## src/rtl/mlpwm_defines.svh

```systemverilog
// Purpose: offsets, field positions, reset values and timing counts of the led pwm core
// Assumes: byte-wide register port, 50 MHz core clock
// Notes: included by both design modules and the test modules
//
// Notes on behaviour
// - each of 18 outputs has 256, 1024, 4096 or 65536 duty steps.
// - duty step is high and low duty bytes read as one binary value.
// - after reset, 8-bit resolution at about 62 kHz from a 16 MHz base; the 3-cycle tick of the 50 MHz clock gives about 65 kHz.
// - switching frequency set by oscillator select and resolution select fields.
// - all channels start their on-period at the same point of the period.
// - each output current scaled by its own 8-bit scale value.
// - detect select moving to 10 captures shorts, to 11 captures opens.
// - one fault status bit per output, open or short per selected type.
// - spread range field chooses plus or minus 5, 15, 24 or 34 percent; the timer only lengthens the divider, by up to 1, 2, 3 or 4 cycles.
// - pwm is the only working mode besides shutdown.
// - all register contents survive software and hardware shutdown.
// - soft shutdown bit at 0 turns off all current sources.
// - shutdown pin low holds hardware shutdown; high releases it.
// - rising edge of shutdown pin resets the serial interface, not registers.
// - register access keeps working during hardware shutdown.
// - writing 00h to update register, pin high and bit set, loads duty.
// - scale values take effect immediately when written.
// - detect select 00 and 01 mean detection disabled.
`ifndef MLPWM_DEFINES_SVH
`define MLPWM_DEFINES_SVH

`define MLPWM_NUM_CH 18
`define MLPWM_ADDR_CTRL 8'h00
`define MLPWM_ADDR_DUTY_FIRST 8'h01
`define MLPWM_ADDR_DUTY_LAST 8'h24
`define MLPWM_ADDR_UPDATE 8'h49
`define MLPWM_ADDR_SCALE_FIRST 8'h4a
`define MLPWM_ADDR_SCALE_LAST 8'h5b
`define MLPWM_ADDR_GLOBAL_CUR 8'h6e
`define MLPWM_ADDR_DETECT 8'h71
`define MLPWM_ADDR_STATUS0 8'h72
`define MLPWM_ADDR_STATUS1 8'h73
`define MLPWM_ADDR_STATUS2 8'h74
`define MLPWM_ADDR_SPREAD 8'h78
`define MLPWM_UPDATE_KEY 8'h00
// control fields: bit 0 soft shutdown, bits 2:1 resolution, bits 6:4 oscillator
`define MLPWM_CTRL_SSD_BIT 0
`define MLPWM_CTRL_RES_LSB 1
`define MLPWM_CTRL_OSC_LSB 4
`define MLPWM_CTRL_RESET 8'h00
`define MLPWM_SPREAD_RNG_LSB 2
`define MLPWM_SPREAD_SSP_BIT 4
`define MLPWM_SPREAD_RESET 8'h00
// base tick: 16 MHz approximated from the 50 MHz clock
`define MLPWM_CLK_HZ 50000000
`define MLPWM_OSC_HZ 16000000
`define MLPWM_TICK_CYCLES (`MLPWM_CLK_HZ / `MLPWM_OSC_HZ)
`define MLPWM_SPREAD_STEP_CYCLES 1024

`endif

```

## src/rtl/mlpwm_pkg.sv

```systemverilog
// Purpose: shared types of the led pwm core
// Assumes: defines header alongside
// Notes: types only
package mlpwm_pkg;
    typedef enum logic [1:0] {MLPWM_RES_8, MLPWM_RES_10, MLPWM_RES_12, MLPWM_RES_16} mlpwm_res_e;
    typedef logic [15:0] mlpwm_duty_t;
endpackage : mlpwm_pkg

```

## src/rtl/mlpwm_timer_if.sv

```systemverilog
// Purpose: carries the period timing between the core and its timer
// Assumes: one clock
// Notes: timer drives period start and counter
interface mlpwm_timer_if;
    import mlpwm_pkg::*;
    mlpwm_res_e res;
    logic [2:0] osc;
    logic [1:0] spread_range;
    logic ss_en;
    logic [15:0] count;
    logic period_start;
    modport timer (input res, input osc, input spread_range, input ss_en, output count, output period_start);
    modport core (output res, output osc, output spread_range, output ss_en, input count, input period_start);
endinterface : mlpwm_timer_if

```

## src/rtl/mlpwm_core.sv

```systemverilog
// Purpose: control core of an 18-channel led pwm driver
// Assumes: byte register port from a serial slave; fault comparators outside
// Notes: registers kept through any shutdown; pin is asynchronous
`include "mlpwm_defines.svh"
module mlpwm_core (
    // clock and reset
    input wire logic clk,
    input wire logic reset_n,
    // shutdown pin, asynchronous
    input wire logic shutdown_pin_n,
    // register port from the serial slave
    input wire logic reg_wr,
    input wire logic reg_rd,
    input wire logic [7:0] reg_addr,
    input wire logic [7:0] reg_wdata,
    output logic [7:0] reg_rdata,
    output logic serial_reset,
    // analog fault comparators per output
    input wire logic [`MLPWM_NUM_CH-1:0] open_sense,
    input wire logic [`MLPWM_NUM_CH-1:0] short_sense,
    // outputs to the current sinks
    output logic [`MLPWM_NUM_CH-1:0] led_output,
    output logic [`MLPWM_NUM_CH*8-1:0] channel_scale_value,
    output logic [7:0] global_current_level,
    output logic analog_enable
);
    import mlpwm_pkg::*;

    localparam int NCH = `MLPWM_NUM_CH;

    logic [7:0] ctrl_reg;
    logic [7:0] duty_bytes [0:2*NCH-1];
    mlpwm_pkg::mlpwm_duty_t active_duty [0:NCH-1];
    logic [7:0] scale_reg [0:NCH-1];
    logic [7:0] gcc_reg;
    logic [1:0] detect_select;
    logic [NCH-1:0] fault_reg;
    logic [7:0] spread_reg;
    logic pin_meta_reg;
    logic pin_sync_reg;
    logic pin_prev_reg;
    logic [7:0] rdata_reg;
    logic [NCH-1:0] out_reg;
    logic serial_reset_reg;
    logic [NCH-1:0] open_meta_reg, open_sync_reg, short_meta_reg, short_sync_reg;
    logic soft_on;
    logic pin_rise;
    logic upd_write;

    mlpwm_timer_if tif ();

    // ---------------------------------------------------------------
    // helpers
    // ---------------------------------------------------------------
    // address range test used by both write and read decode
    function automatic logic in_range(input logic [7:0] a, input logic [7:0] lo, input logic [7:0] hi);
        in_range = (a >= lo) && (a <= hi);
    endfunction : in_range

    // duty bytes: odd offset low, even offset high; mask to chosen resolution
    function automatic mlpwm_duty_t duty_of(input logic [7:0] hi, input logic [7:0] lo, input mlpwm_res_e r);
        logic [15:0] v;
        v = {hi, lo};
        case (r)
            MLPWM_RES_8: duty_of = {8'h00, v[7:0]};
            MLPWM_RES_10: duty_of = {6'h00, v[9:0]};
            MLPWM_RES_12: duty_of = {4'h0, v[11:0]};
            default: duty_of = v;
        endcase
    endfunction : duty_of

    // ---------------------------------------------------------------
    // shutdown pin
    // ---------------------------------------------------------------
    // two-stage sync, then edge detect on the settled copy
    always_ff @(posedge clk or negedge reset_n) begin
        if (!reset_n) begin
            pin_meta_reg <= 1'b0;
            pin_sync_reg <= 1'b0;
            pin_prev_reg <= 1'b0;
        end else begin
            pin_meta_reg <= shutdown_pin_n;
            pin_sync_reg <= pin_meta_reg;
            pin_prev_reg <= pin_sync_reg;
        end
    end

    assign pin_rise = pin_sync_reg && !pin_prev_reg;

    // serial slave reset pulse on release; register file untouched
    always_ff @(posedge clk or negedge reset_n) begin
        if (!reset_n) begin
            serial_reset_reg <= 1'b0;
        end else begin
            serial_reset_reg <= pin_rise;
        end
    end

    assign serial_reset = serial_reset_reg;

    // ---------------------------------------------------------------
    // register writes
    // ---------------------------------------------------------------
    // writes accepted regardless of either shutdown
    always_ff @(posedge clk or negedge reset_n) begin
        if (!reset_n) begin
            ctrl_reg <= `MLPWM_CTRL_RESET;
            gcc_reg <= 8'h00;
            spread_reg <= `MLPWM_SPREAD_RESET;
            detect_select <= 2'b00;
        end else if (reg_wr) begin
            case (reg_addr)
                `MLPWM_ADDR_CTRL: ctrl_reg <= reg_wdata;
                `MLPWM_ADDR_GLOBAL_CUR: gcc_reg <= reg_wdata;
                `MLPWM_ADDR_SPREAD: spread_reg <= reg_wdata;
                `MLPWM_ADDR_DETECT: detect_select <= reg_wdata[1:0];
                default: ;
            endcase
        end
    end

    // duty staging bytes; no effect until update key
    always_ff @(posedge clk or negedge reset_n) begin
        if (!reset_n) begin
            for (int i = 0; i < 2*NCH; i++) begin
                duty_bytes[i] <= 8'h00;
            end
        end else if (reg_wr && in_range(reg_addr, `MLPWM_ADDR_DUTY_FIRST, `MLPWM_ADDR_DUTY_LAST)) begin
            duty_bytes[6'(reg_addr - `MLPWM_ADDR_DUTY_FIRST)] <= reg_wdata;
        end
    end

    // scale values drive the sinks directly, no update needed
    always_ff @(posedge clk or negedge reset_n) begin
        if (!reset_n) begin
            for (int i = 0; i < NCH; i++) begin
                scale_reg[i] <= 8'h00;
            end
        end else if (reg_wr && in_range(reg_addr, `MLPWM_ADDR_SCALE_FIRST, `MLPWM_ADDR_SCALE_LAST)) begin
            scale_reg[5'(reg_addr - `MLPWM_ADDR_SCALE_FIRST)] <= reg_wdata;
        end
    end

    assign soft_on = ctrl_reg[`MLPWM_CTRL_SSD_BIT];
    assign upd_write = reg_wr && (reg_addr == `MLPWM_ADDR_UPDATE) && (reg_wdata == `MLPWM_UPDATE_KEY)
        && pin_sync_reg && soft_on;

    // ---------------------------------------------------------------
    // active duty
    // ---------------------------------------------------------------
    // staged bytes move to active set only on the keyed update write
    always_ff @(posedge clk or negedge reset_n) begin
        if (!reset_n) begin
            for (int i = 0; i < NCH; i++) begin
                active_duty[i] <= 16'h0000;
            end
        end else if (upd_write) begin
            for (int i = 0; i < NCH; i++) begin
                active_duty[i] <= {duty_bytes[2*i+1], duty_bytes[2*i]};
            end
        end
    end

    // ---------------------------------------------------------------
    // timer link
    // ---------------------------------------------------------------
    assign tif.res = mlpwm_res_e'(ctrl_reg[`MLPWM_CTRL_RES_LSB +: 2]);
    assign tif.osc = ctrl_reg[`MLPWM_CTRL_OSC_LSB +: 3];
    assign tif.spread_range = spread_reg[`MLPWM_SPREAD_RNG_LSB +: 2];
    assign tif.ss_en = spread_reg[`MLPWM_SPREAD_SSP_BIT];

    mlpwm_timer u_timer (
        .clk(clk),
        .reset_n(reset_n),
        .tif(tif.timer)
    );

    // ---------------------------------------------------------------
    // channel outputs
    // ---------------------------------------------------------------
    // pwm is the only mode; either shutdown forces every sink off
    always_ff @(posedge clk or negedge reset_n) begin
        if (!reset_n) begin
            out_reg <= '0;
        end else begin
            for (int i = 0; i < NCH; i++) begin
                out_reg[i] <= soft_on && pin_sync_reg
                    && (tif.count < duty_of(active_duty[i][15:8], active_duty[i][7:0], tif.res));
            end
        end
    end

    assign led_output = out_reg;
    assign analog_enable = pin_sync_reg;
    assign global_current_level = gcc_reg;

    // per-channel scale bytes flattened for the sinks
    always_comb begin
        channel_scale_value = '0;
        for (int i = 0; i < NCH; i++) begin
            channel_scale_value[i*8 +: 8] = scale_reg[i];
        end
    end

    // ---------------------------------------------------------------
    // fault capture
    // ---------------------------------------------------------------
    // comparators are analog, so synchronise before sampling
    always_ff @(posedge clk or negedge reset_n) begin
        if (!reset_n) begin
            open_meta_reg <= '0;
            open_sync_reg <= '0;
            short_meta_reg <= '0;
            short_sync_reg <= '0;
        end else begin
            open_meta_reg <= open_sense;
            open_sync_reg <= open_meta_reg;
            short_meta_reg <= short_sense;
            short_sync_reg <= short_meta_reg;
        end
    end

    // only one kind is kept; disabled codes freeze the last result
    always_ff @(posedge clk or negedge reset_n) begin
        if (!reset_n) begin
            fault_reg <= '0;
        end else begin
            case (detect_select)
                2'b10: fault_reg <= short_sync_reg;
                2'b11: fault_reg <= open_sync_reg;
                default: fault_reg <= fault_reg;
            endcase
        end
    end

    // ---------------------------------------------------------------
    // register reads
    // ---------------------------------------------------------------
    // read data registered one cycle after the strobe; unmapped reads zero
    always_ff @(posedge clk or negedge reset_n) begin
        if (!reset_n) begin
            rdata_reg <= 8'h00;
        end else if (reg_rd) begin
            if (in_range(reg_addr, `MLPWM_ADDR_DUTY_FIRST, `MLPWM_ADDR_DUTY_LAST)) begin
                rdata_reg <= duty_bytes[6'(reg_addr - `MLPWM_ADDR_DUTY_FIRST)];
            end else if (in_range(reg_addr, `MLPWM_ADDR_SCALE_FIRST, `MLPWM_ADDR_SCALE_LAST)) begin
                rdata_reg <= scale_reg[5'(reg_addr - `MLPWM_ADDR_SCALE_FIRST)];
            end else begin
                case (reg_addr)
                    `MLPWM_ADDR_CTRL: rdata_reg <= ctrl_reg;
                    `MLPWM_ADDR_GLOBAL_CUR: rdata_reg <= gcc_reg;
                    `MLPWM_ADDR_SPREAD: rdata_reg <= spread_reg;
                    `MLPWM_ADDR_DETECT: rdata_reg <= {6'h00, detect_select};
                    `MLPWM_ADDR_STATUS0: rdata_reg <= fault_reg[7:0];
                    `MLPWM_ADDR_STATUS1: rdata_reg <= fault_reg[15:8];
                    `MLPWM_ADDR_STATUS2: rdata_reg <= {6'h00, fault_reg[17:16]};
                    default: rdata_reg <= 8'h00;
                endcase
            end
        end
    end

    assign reg_rdata = rdata_reg;
endmodule : mlpwm_core

```

## src/rtl/mlpwm_timer.sv

```systemverilog
// Purpose: free-running pwm period counter with frequency select and spread
// Assumes: 50 MHz clock
// Notes: spread lengthens the tick divider above its nominal value
`include "mlpwm_defines.svh"
module mlpwm_timer (
    // clock and reset
    input wire logic clk,
    input wire logic reset_n,
    // timing link to the core
    mlpwm_timer_if.timer tif
);
    import mlpwm_pkg::*;

    logic [9:0] tick_cnt_reg;
    logic [9:0] tick_lim; // ten bits: slowest select plus spread reaches 387
    logic [15:0] count_reg;
    logic [10:0] ss_cnt_reg;
    logic [3:0] ss_off_reg;
    logic ss_up_reg;
    logic [3:0] ss_max;
    logic [15:0] top;

    // ---------------------------------------------------------------
    // divider limits
    // ---------------------------------------------------------------
    // span chosen by range field; coarse because the base divider is only ~3 cycles
    always_comb begin
        case (tif.spread_range)
            2'd0: ss_max = 4'd1;
            2'd1: ss_max = 4'd2;
            2'd2: ss_max = 4'd3;
            default: ss_max = 4'd4;
        endcase
    end

    // oscillator select slows the base tick by powers of two
    always_comb begin
        tick_lim = 10'((`MLPWM_TICK_CYCLES << tif.osc) - 1);
        if (tif.ss_en) begin
            tick_lim = tick_lim + 10'(ss_off_reg);
        end
        case (tif.res)
            MLPWM_RES_8: top = 16'h00ff;
            MLPWM_RES_10: top = 16'h03ff;
            MLPWM_RES_12: top = 16'h0fff;
            default: top = 16'hffff;
        endcase
    end

    // ---------------------------------------------------------------
    // counters
    // ---------------------------------------------------------------
    // shared counter keeps every channel aligned
    always_ff @(posedge clk or negedge reset_n) begin
        if (!reset_n) begin
            tick_cnt_reg <= 10'h000;
            count_reg <= 16'h0000;
        end else if (tick_cnt_reg >= tick_lim) begin
            tick_cnt_reg <= 10'h000;
            count_reg <= (count_reg >= top) ? 16'h0000 : count_reg + 16'h0001;
        end else begin
            tick_cnt_reg <= tick_cnt_reg + 10'h001;
        end
    end

    // triangle sweep of the divider offset
    always_ff @(posedge clk or negedge reset_n) begin
        if (!reset_n) begin
            ss_cnt_reg <= 11'h000;
            ss_off_reg <= 4'h0;
            ss_up_reg <= 1'b1;
        end else if (ss_cnt_reg == 11'(`MLPWM_SPREAD_STEP_CYCLES - 1)) begin
            ss_cnt_reg <= 11'h000;
            if (ss_up_reg && ss_off_reg >= ss_max) begin
                ss_up_reg <= 1'b0;
            end else if (!ss_up_reg && ss_off_reg == 4'h0) begin
                ss_up_reg <= 1'b1;
            end else begin
                ss_off_reg <= ss_up_reg ? ss_off_reg + 4'h1 : ss_off_reg - 4'h1;
            end
        end else begin
            ss_cnt_reg <= ss_cnt_reg + 11'h001;
        end
    end

    assign tif.count = count_reg;
    assign tif.period_start = (count_reg == 16'h0000) && (tick_cnt_reg == 10'h000);
endmodule : mlpwm_timer

```

## config.mk

```make
export PLATFORM = sky130hd
export DESIGN_NAME = mlpwm_core
export DESIGN_NICKNAME = d
export VERILOG_FILES = /design/src/rtl/mlpwm_pkg.sv /design/src/rtl/mlpwm_timer_if.sv /design/src/rtl/mlpwm_core.sv /design/src/rtl/mlpwm_timer.sv
export VERILOG_INCLUDE_DIRS = /design/src /design/src/rtl
export SDC_FILE = /design/constraint.sdc
export NUM_CORES = 2
export LEC_CHECK = 0
export ABC_CLOCK_PERIOD_IN_PS = 4900
export BUFFER_PORTS_ARGS = -buffer_cell sky130_fd_sc_hd__buf_2
export CORE_MARGIN = 1.5
export CORE_UTILIZATION = 60
export DETAILED_ROUTE_END_ITERATION = 6
export PLACE_DENSITY_LB_ADDON = 0.2
export SLEW_MARGIN = 5
export SYNTH_ARGS = -nofsm -noshare
export SYNTH_HDL_FRONTEND = slang
export SYNTH_HIERARCHICAL = 1
export SYNTH_SLANG_ARGS = --single-unit
```

## constraint.sdc

```tcl
create_clock -name clk -period 4.9 [get_ports clk]
set_input_delay 0.245 -clock clk [delete_from_list [all_inputs] [get_ports clk]]
set_output_delay 0.245 -clock clk [all_outputs]
set_load 0.05 [all_outputs]
```

# After elaboration in Yosys (flattened, before gate mapping)
# Cells that the tools add are included.
# classes
shifts,1
n_reduce_logical,47
muxes,43
order_cmp,29
n_bitwise,4
add_sub_neg,9
eq_ne,14
# op_table
operator,count
$pmux 16 s3,19
$bwmux 288,1
$lt 16x16->1,18
$bwmux 144,1
$mux 8,8
$eq 8x7->1 const B,7
$pmux 8 s7,1
$bmux 8 s6,1
$demux 8 s6,1
$bmux 8 s5,1
$demux 8 s5,1
$pmux 18 s2,1
$logic_and 1x1->1,32
$mux 10,2
$add 16x1->16 const B,1
$ge 16x16->1,1
$logic_not 8->1,2
$mux 16,1
$add 11x1->11 const B,1
$eq 11x10->1 const B,1
$mux 11,1
$add 10x1->10 const B,1
$add 10x4->10,1
$ge 10x10->1,1
other kinds (29),42
# word_totals
regBits,908
elab_cells,239
inputBits,57

# Depth between registers and ports, before layout
# logic_depth
depth_word,7
depth_mapped,18
mapped_depth_nobuf,17

# Modules after synthesis
# Netlist, hierarchy kept.
# by_module_without_submodules
mod,cells_per_inst,n_inst,seq_area_each_um2,area_per_inst_um2
mlpwm_core,3351,1,21670.8,43586.8
mlpwm_timer,338,1,1052.3,3226.8

# Worst setup path after synthesis
# OpenSTA, ideal clock, no wires.
# synth_path
kind,flip-flop to flip-flop
start,register ctrl_reg[4]
end,register u_timer.count_reg[5] (netlist: u_timer/tif.count[5])
arrival_time_ns,3.849
t_required_ns,4.764
synth_period_minus_slack_ns,3.985
path_stages_with_launch,19
path_slack_ns,0.915
cell_sequence,dfrtp_1 -> inv_1 -> ha_1 -> xor2_1 -> or2_2 -> inv_1 -> fa_1 -> nor2b_1 -> o21ai_0 -> a2111oi_0 -> xor2_1 -> nand2_1 -> ha_1 -> and4_1 -> o311a_1 -> a311o_2 -> nand3_2 -> buf_6 -> o211ai_1
# synth_via
elab_chain_len,5
# synth_rtl
element,line_no,source
"start, declared",mlpwm_core.sv:31,logic [7:0] ctrl_reg;
"start signal, assigned",mlpwm_core.sv:107,ctrl_reg <= `MLPWM_CTRL_RESET;
"start signal, assigned",mlpwm_core.sv:113,`MLPWM_ADDR_CTRL: ctrl_reg <= reg_wdata;
$shl 2x3->10 (no line) (*),-,
$sub 10x2->10 (*),mlpwm_timer.sv:38,tick_lim = 10'((`MLPWM_TICK_CYCLES << tif.osc) - 1);
$add 10x4->10,mlpwm_timer.sv:40,tick_lim = tick_lim + 10'(ss_off_reg);
$mux 10 (*),mlpwm_timer.sv:39,if (tif.ss_en) begin
$ge 10x10->1 (*),mlpwm_timer.sv:58,end else if (tick_cnt_reg >= tick_lim) begin
"end signal, assigned",mlpwm_timer.sv:60,count_reg <= (count_reg >= top) ? 16'h0000 : count_reg + 16'h0001;
"end, declared",mlpwm_timer.sv:16,logic [15:0] count_reg;
# Mark *: on every way between the ends. The rest lies on a longest branch, timed or not.
# A chain may end at the register's enable or synchronous reset.

# Worst setup path in the final report
# layout_path
start,register ctrl_reg[4]
end,register u_timer.count_reg[2] (netlist: u_timer/tif.count[2])
# The elaborated chain is that of the path after synthesis.

==> impl_metrics.ini <==
[status]
status = finished clean

[global_routing]
use_met1_pct = 47.0
top_usage_layer = met2
grt_util_met3_pct = 6.43
grt_first_pass_wirelength_um = 199000
use_met2_pct = 51.1
grt_max_degree = 151
antenna_found_initial = 11
grt_pass1_vias = 31837
grt_overflow = 0
grt_util_all_layers_pct = 33.5

[cells_and_area]
syn_to_final_growth_pct = 13.0
final_nets = 4310
fin_util_pct = 68.3
final_common_cell = dfrtp_1
mostFrequentLayoutCells = 905 x dfrtp_1, 611 x mux2_2, 313 x ha_1
drive_gt1_share_pct = 32.1
final_area_mm2 = 0.0528

[detailed_routing]
vias_per_cell = 6.28
wl_per_cell_um = 26.0
drt-initial-drc-count = 2711
num_vias = 31777
wl_um = 132000
drc = 0
drtPass1Iterations = 7
ant_nets = 0

[sta]
fin_setup_tns_ns = 0
rsz0062_at_grt = false
hold_viol = 0
final.setup_skew_ns = 0.0228
tightestPinTransition_ns = 1.21
slew_headroom_pct = 18.1
setup_viol = 0
period_share_pct = 90.9
final_max_slew_viol_count = 0
period_needed_ns = 4.45
max_freq_ghz = 0.225

[clocking]
cts_buffers = 95
cts_tree = built
cts_setup_buffers = 0
cts_root_buf = clkbuf_16
htree_levels = 3
clock_sinks = 908
ctsLongestPathBuffers = 3
insertion_delay_ns = 0.69
clkTransAtPathRegs_ns = 0.06

[placed_design]
post_dp_cell_area_mm2 = 0.0491
dpl.hpwl_um = 85100
gp_congestion = 0.876
portBuffers = 236

[setup_path]
reg2reg_from = ctrl_reg[4]
r2r_cells = 17
endpoint_kind = register
crit_path_start_kind = register
rr_endpoint = u_timer/tif.count[2]
cp.required_ns = 5.46
slowest_stage = a2111oi_1
r2r_slack_ns = 0.45
arrival_ns = 5.01
crit_path_cell_trace = inv_1 > ha_1 > xor2_1 > or2_2 > inv_1 > fa_1 > nor2b_1 > o21ai_0 > a2111oi_1 > xor2_1 > nand2_1 > ha_1 > and4_1 > o311a_1 > a311o_2 > nand3_4 > o311ai_1
slowest_delay_ns = 0.53
worstSetupPathType = register to register
cp_max_fo = 13

[power_and_ir_drop]
max-vdd-ir-drop_mv = 0.379
p_switching_w = 0.00600
seqPwrFrac_pct = 41.9
switching_share_pct = 30.3
leakage_nw = 25.7
power_density_mw_per_mm2 = 374
p_int_w = 0.0138
pwr-share-comb_pct = 18.9
clockPowerShare_pct = 39.1

[floorplanning]
boundaryPins = 237
initial_core_util_pct = 60.5
coreArea_mm2 = 0.0773
die_w_um = 282
die_h_um = 282
fp.dieArea_mm2 = 0.0796
rows = 102

[worst_hold_path]
hp-class = primary input to register
holdPathStages = 2
whs_endpoint = short_meta_reg[2]
hp-start = short_sense[2]

[logic_synthesis]
synthCells = 3680
synth_nets = 4054
yosysWarnings = 6
avgSynthCellArea_um2 = 12.7
synth_area_mm2 = 0.0468

[run]
drv_cap = 0
metal layers:
metal	vias to the layer above	wire length [um]
li1	13900	-
met1	16388	56200
met2	1152	60200
met3	323	9300
met4	14	5880
met5	-	84
timing repair:
action / in CTS / in global routing
endpoints found under the hold margin: 115 / 0
gates resized for setup: 0 / 2
hold buffers: 39 / 0
endpoints found under the setup margin: 0 / 13
stage by stage:
| stage | power [W] | std cells | worst slack, ns | hold WS (ns) |
|---|---|---|---|---|
| finish | 0.0198 | 5057 | 0.448 | 0.200 |
| global route | 0.0206 | 5055 | 0.0186 | 0.195 |
| CTS | 0.0198 | 5055 | 0.376 | 0.169 |
| detailed placement | 0.0120 | 4840 | 0.409 | 0.324 |
| global placement | 0.0119 | 4840 | 0.467 | 0.321 |
| floorplan | 0.0106 | 3680 | 0.915 | -0.0506 |
critical path, delay by kind of cell (launching register included):
kind	cells	cell delay, ns
DFF	1	0.45
buffers and inverters	2	0.21
adders and majority gates	3	1.00
AOI/OAI and AO/OA	5	1.46
xor gates and xnor gates	2	0.38
and+or+nand+nor	5	0.84
power groups by stage:
stage | combinational (W) | clock (W) | sequential (W)
6_report | 0.00374 | 0.00773 | 0.00829
5_1_grt | 0.00413 | 0.00814 | 0.00831
4_1_cts | 0.00371 | 0.00781 | 0.00826
3_5_place_dp | 0.00365 | 0 | 0.00840
3_3_place_gp | 0.00355 | 0 | 0.00839
2_1_floorplan | 0.00216 | 0 | 0.00846
worst max path at each step:
stage                 from                   end  slack [ns]  cells after the start
2_1_floorplan  ctrl_reg[4]  u_timer/tif.count[5]        0.91                     18
3_3_place_gp   ctrl_reg[4]  u_timer/tif.count[2]        0.47                     17
3_5_place_dp   ctrl_reg[4]  u_timer/tif.count[2]        0.41                     17
4_1_cts        ctrl_reg[4]  u_timer/tif.count[2]        0.38                     17
5_1_grt        ctrl_reg[4]  u_timer/tif.count[3]        0.02                     17
6_report       ctrl_reg[4]  u_timer/tif.count[2]        0.45                     17
cell type report:
| cell class | count | area [um2] |
|---|---|---|
| Clock buffer | 126 | 2650 |
| Antenna cell | 2 | 5.00 |
| Fill cell | 5643 | 24500 |
| Tap cell | 1040 | 1300 |
| Multi-Input combinational cell | 2411 | 22500 |
| Timing Repair Buffer | 345 | 2250 |
| Clock inverter | 50 | 721 |
| Sequential cell | 908 | 22700 |
| Inverter | 175 | 657 |
(Power assumes the default switching activity.)
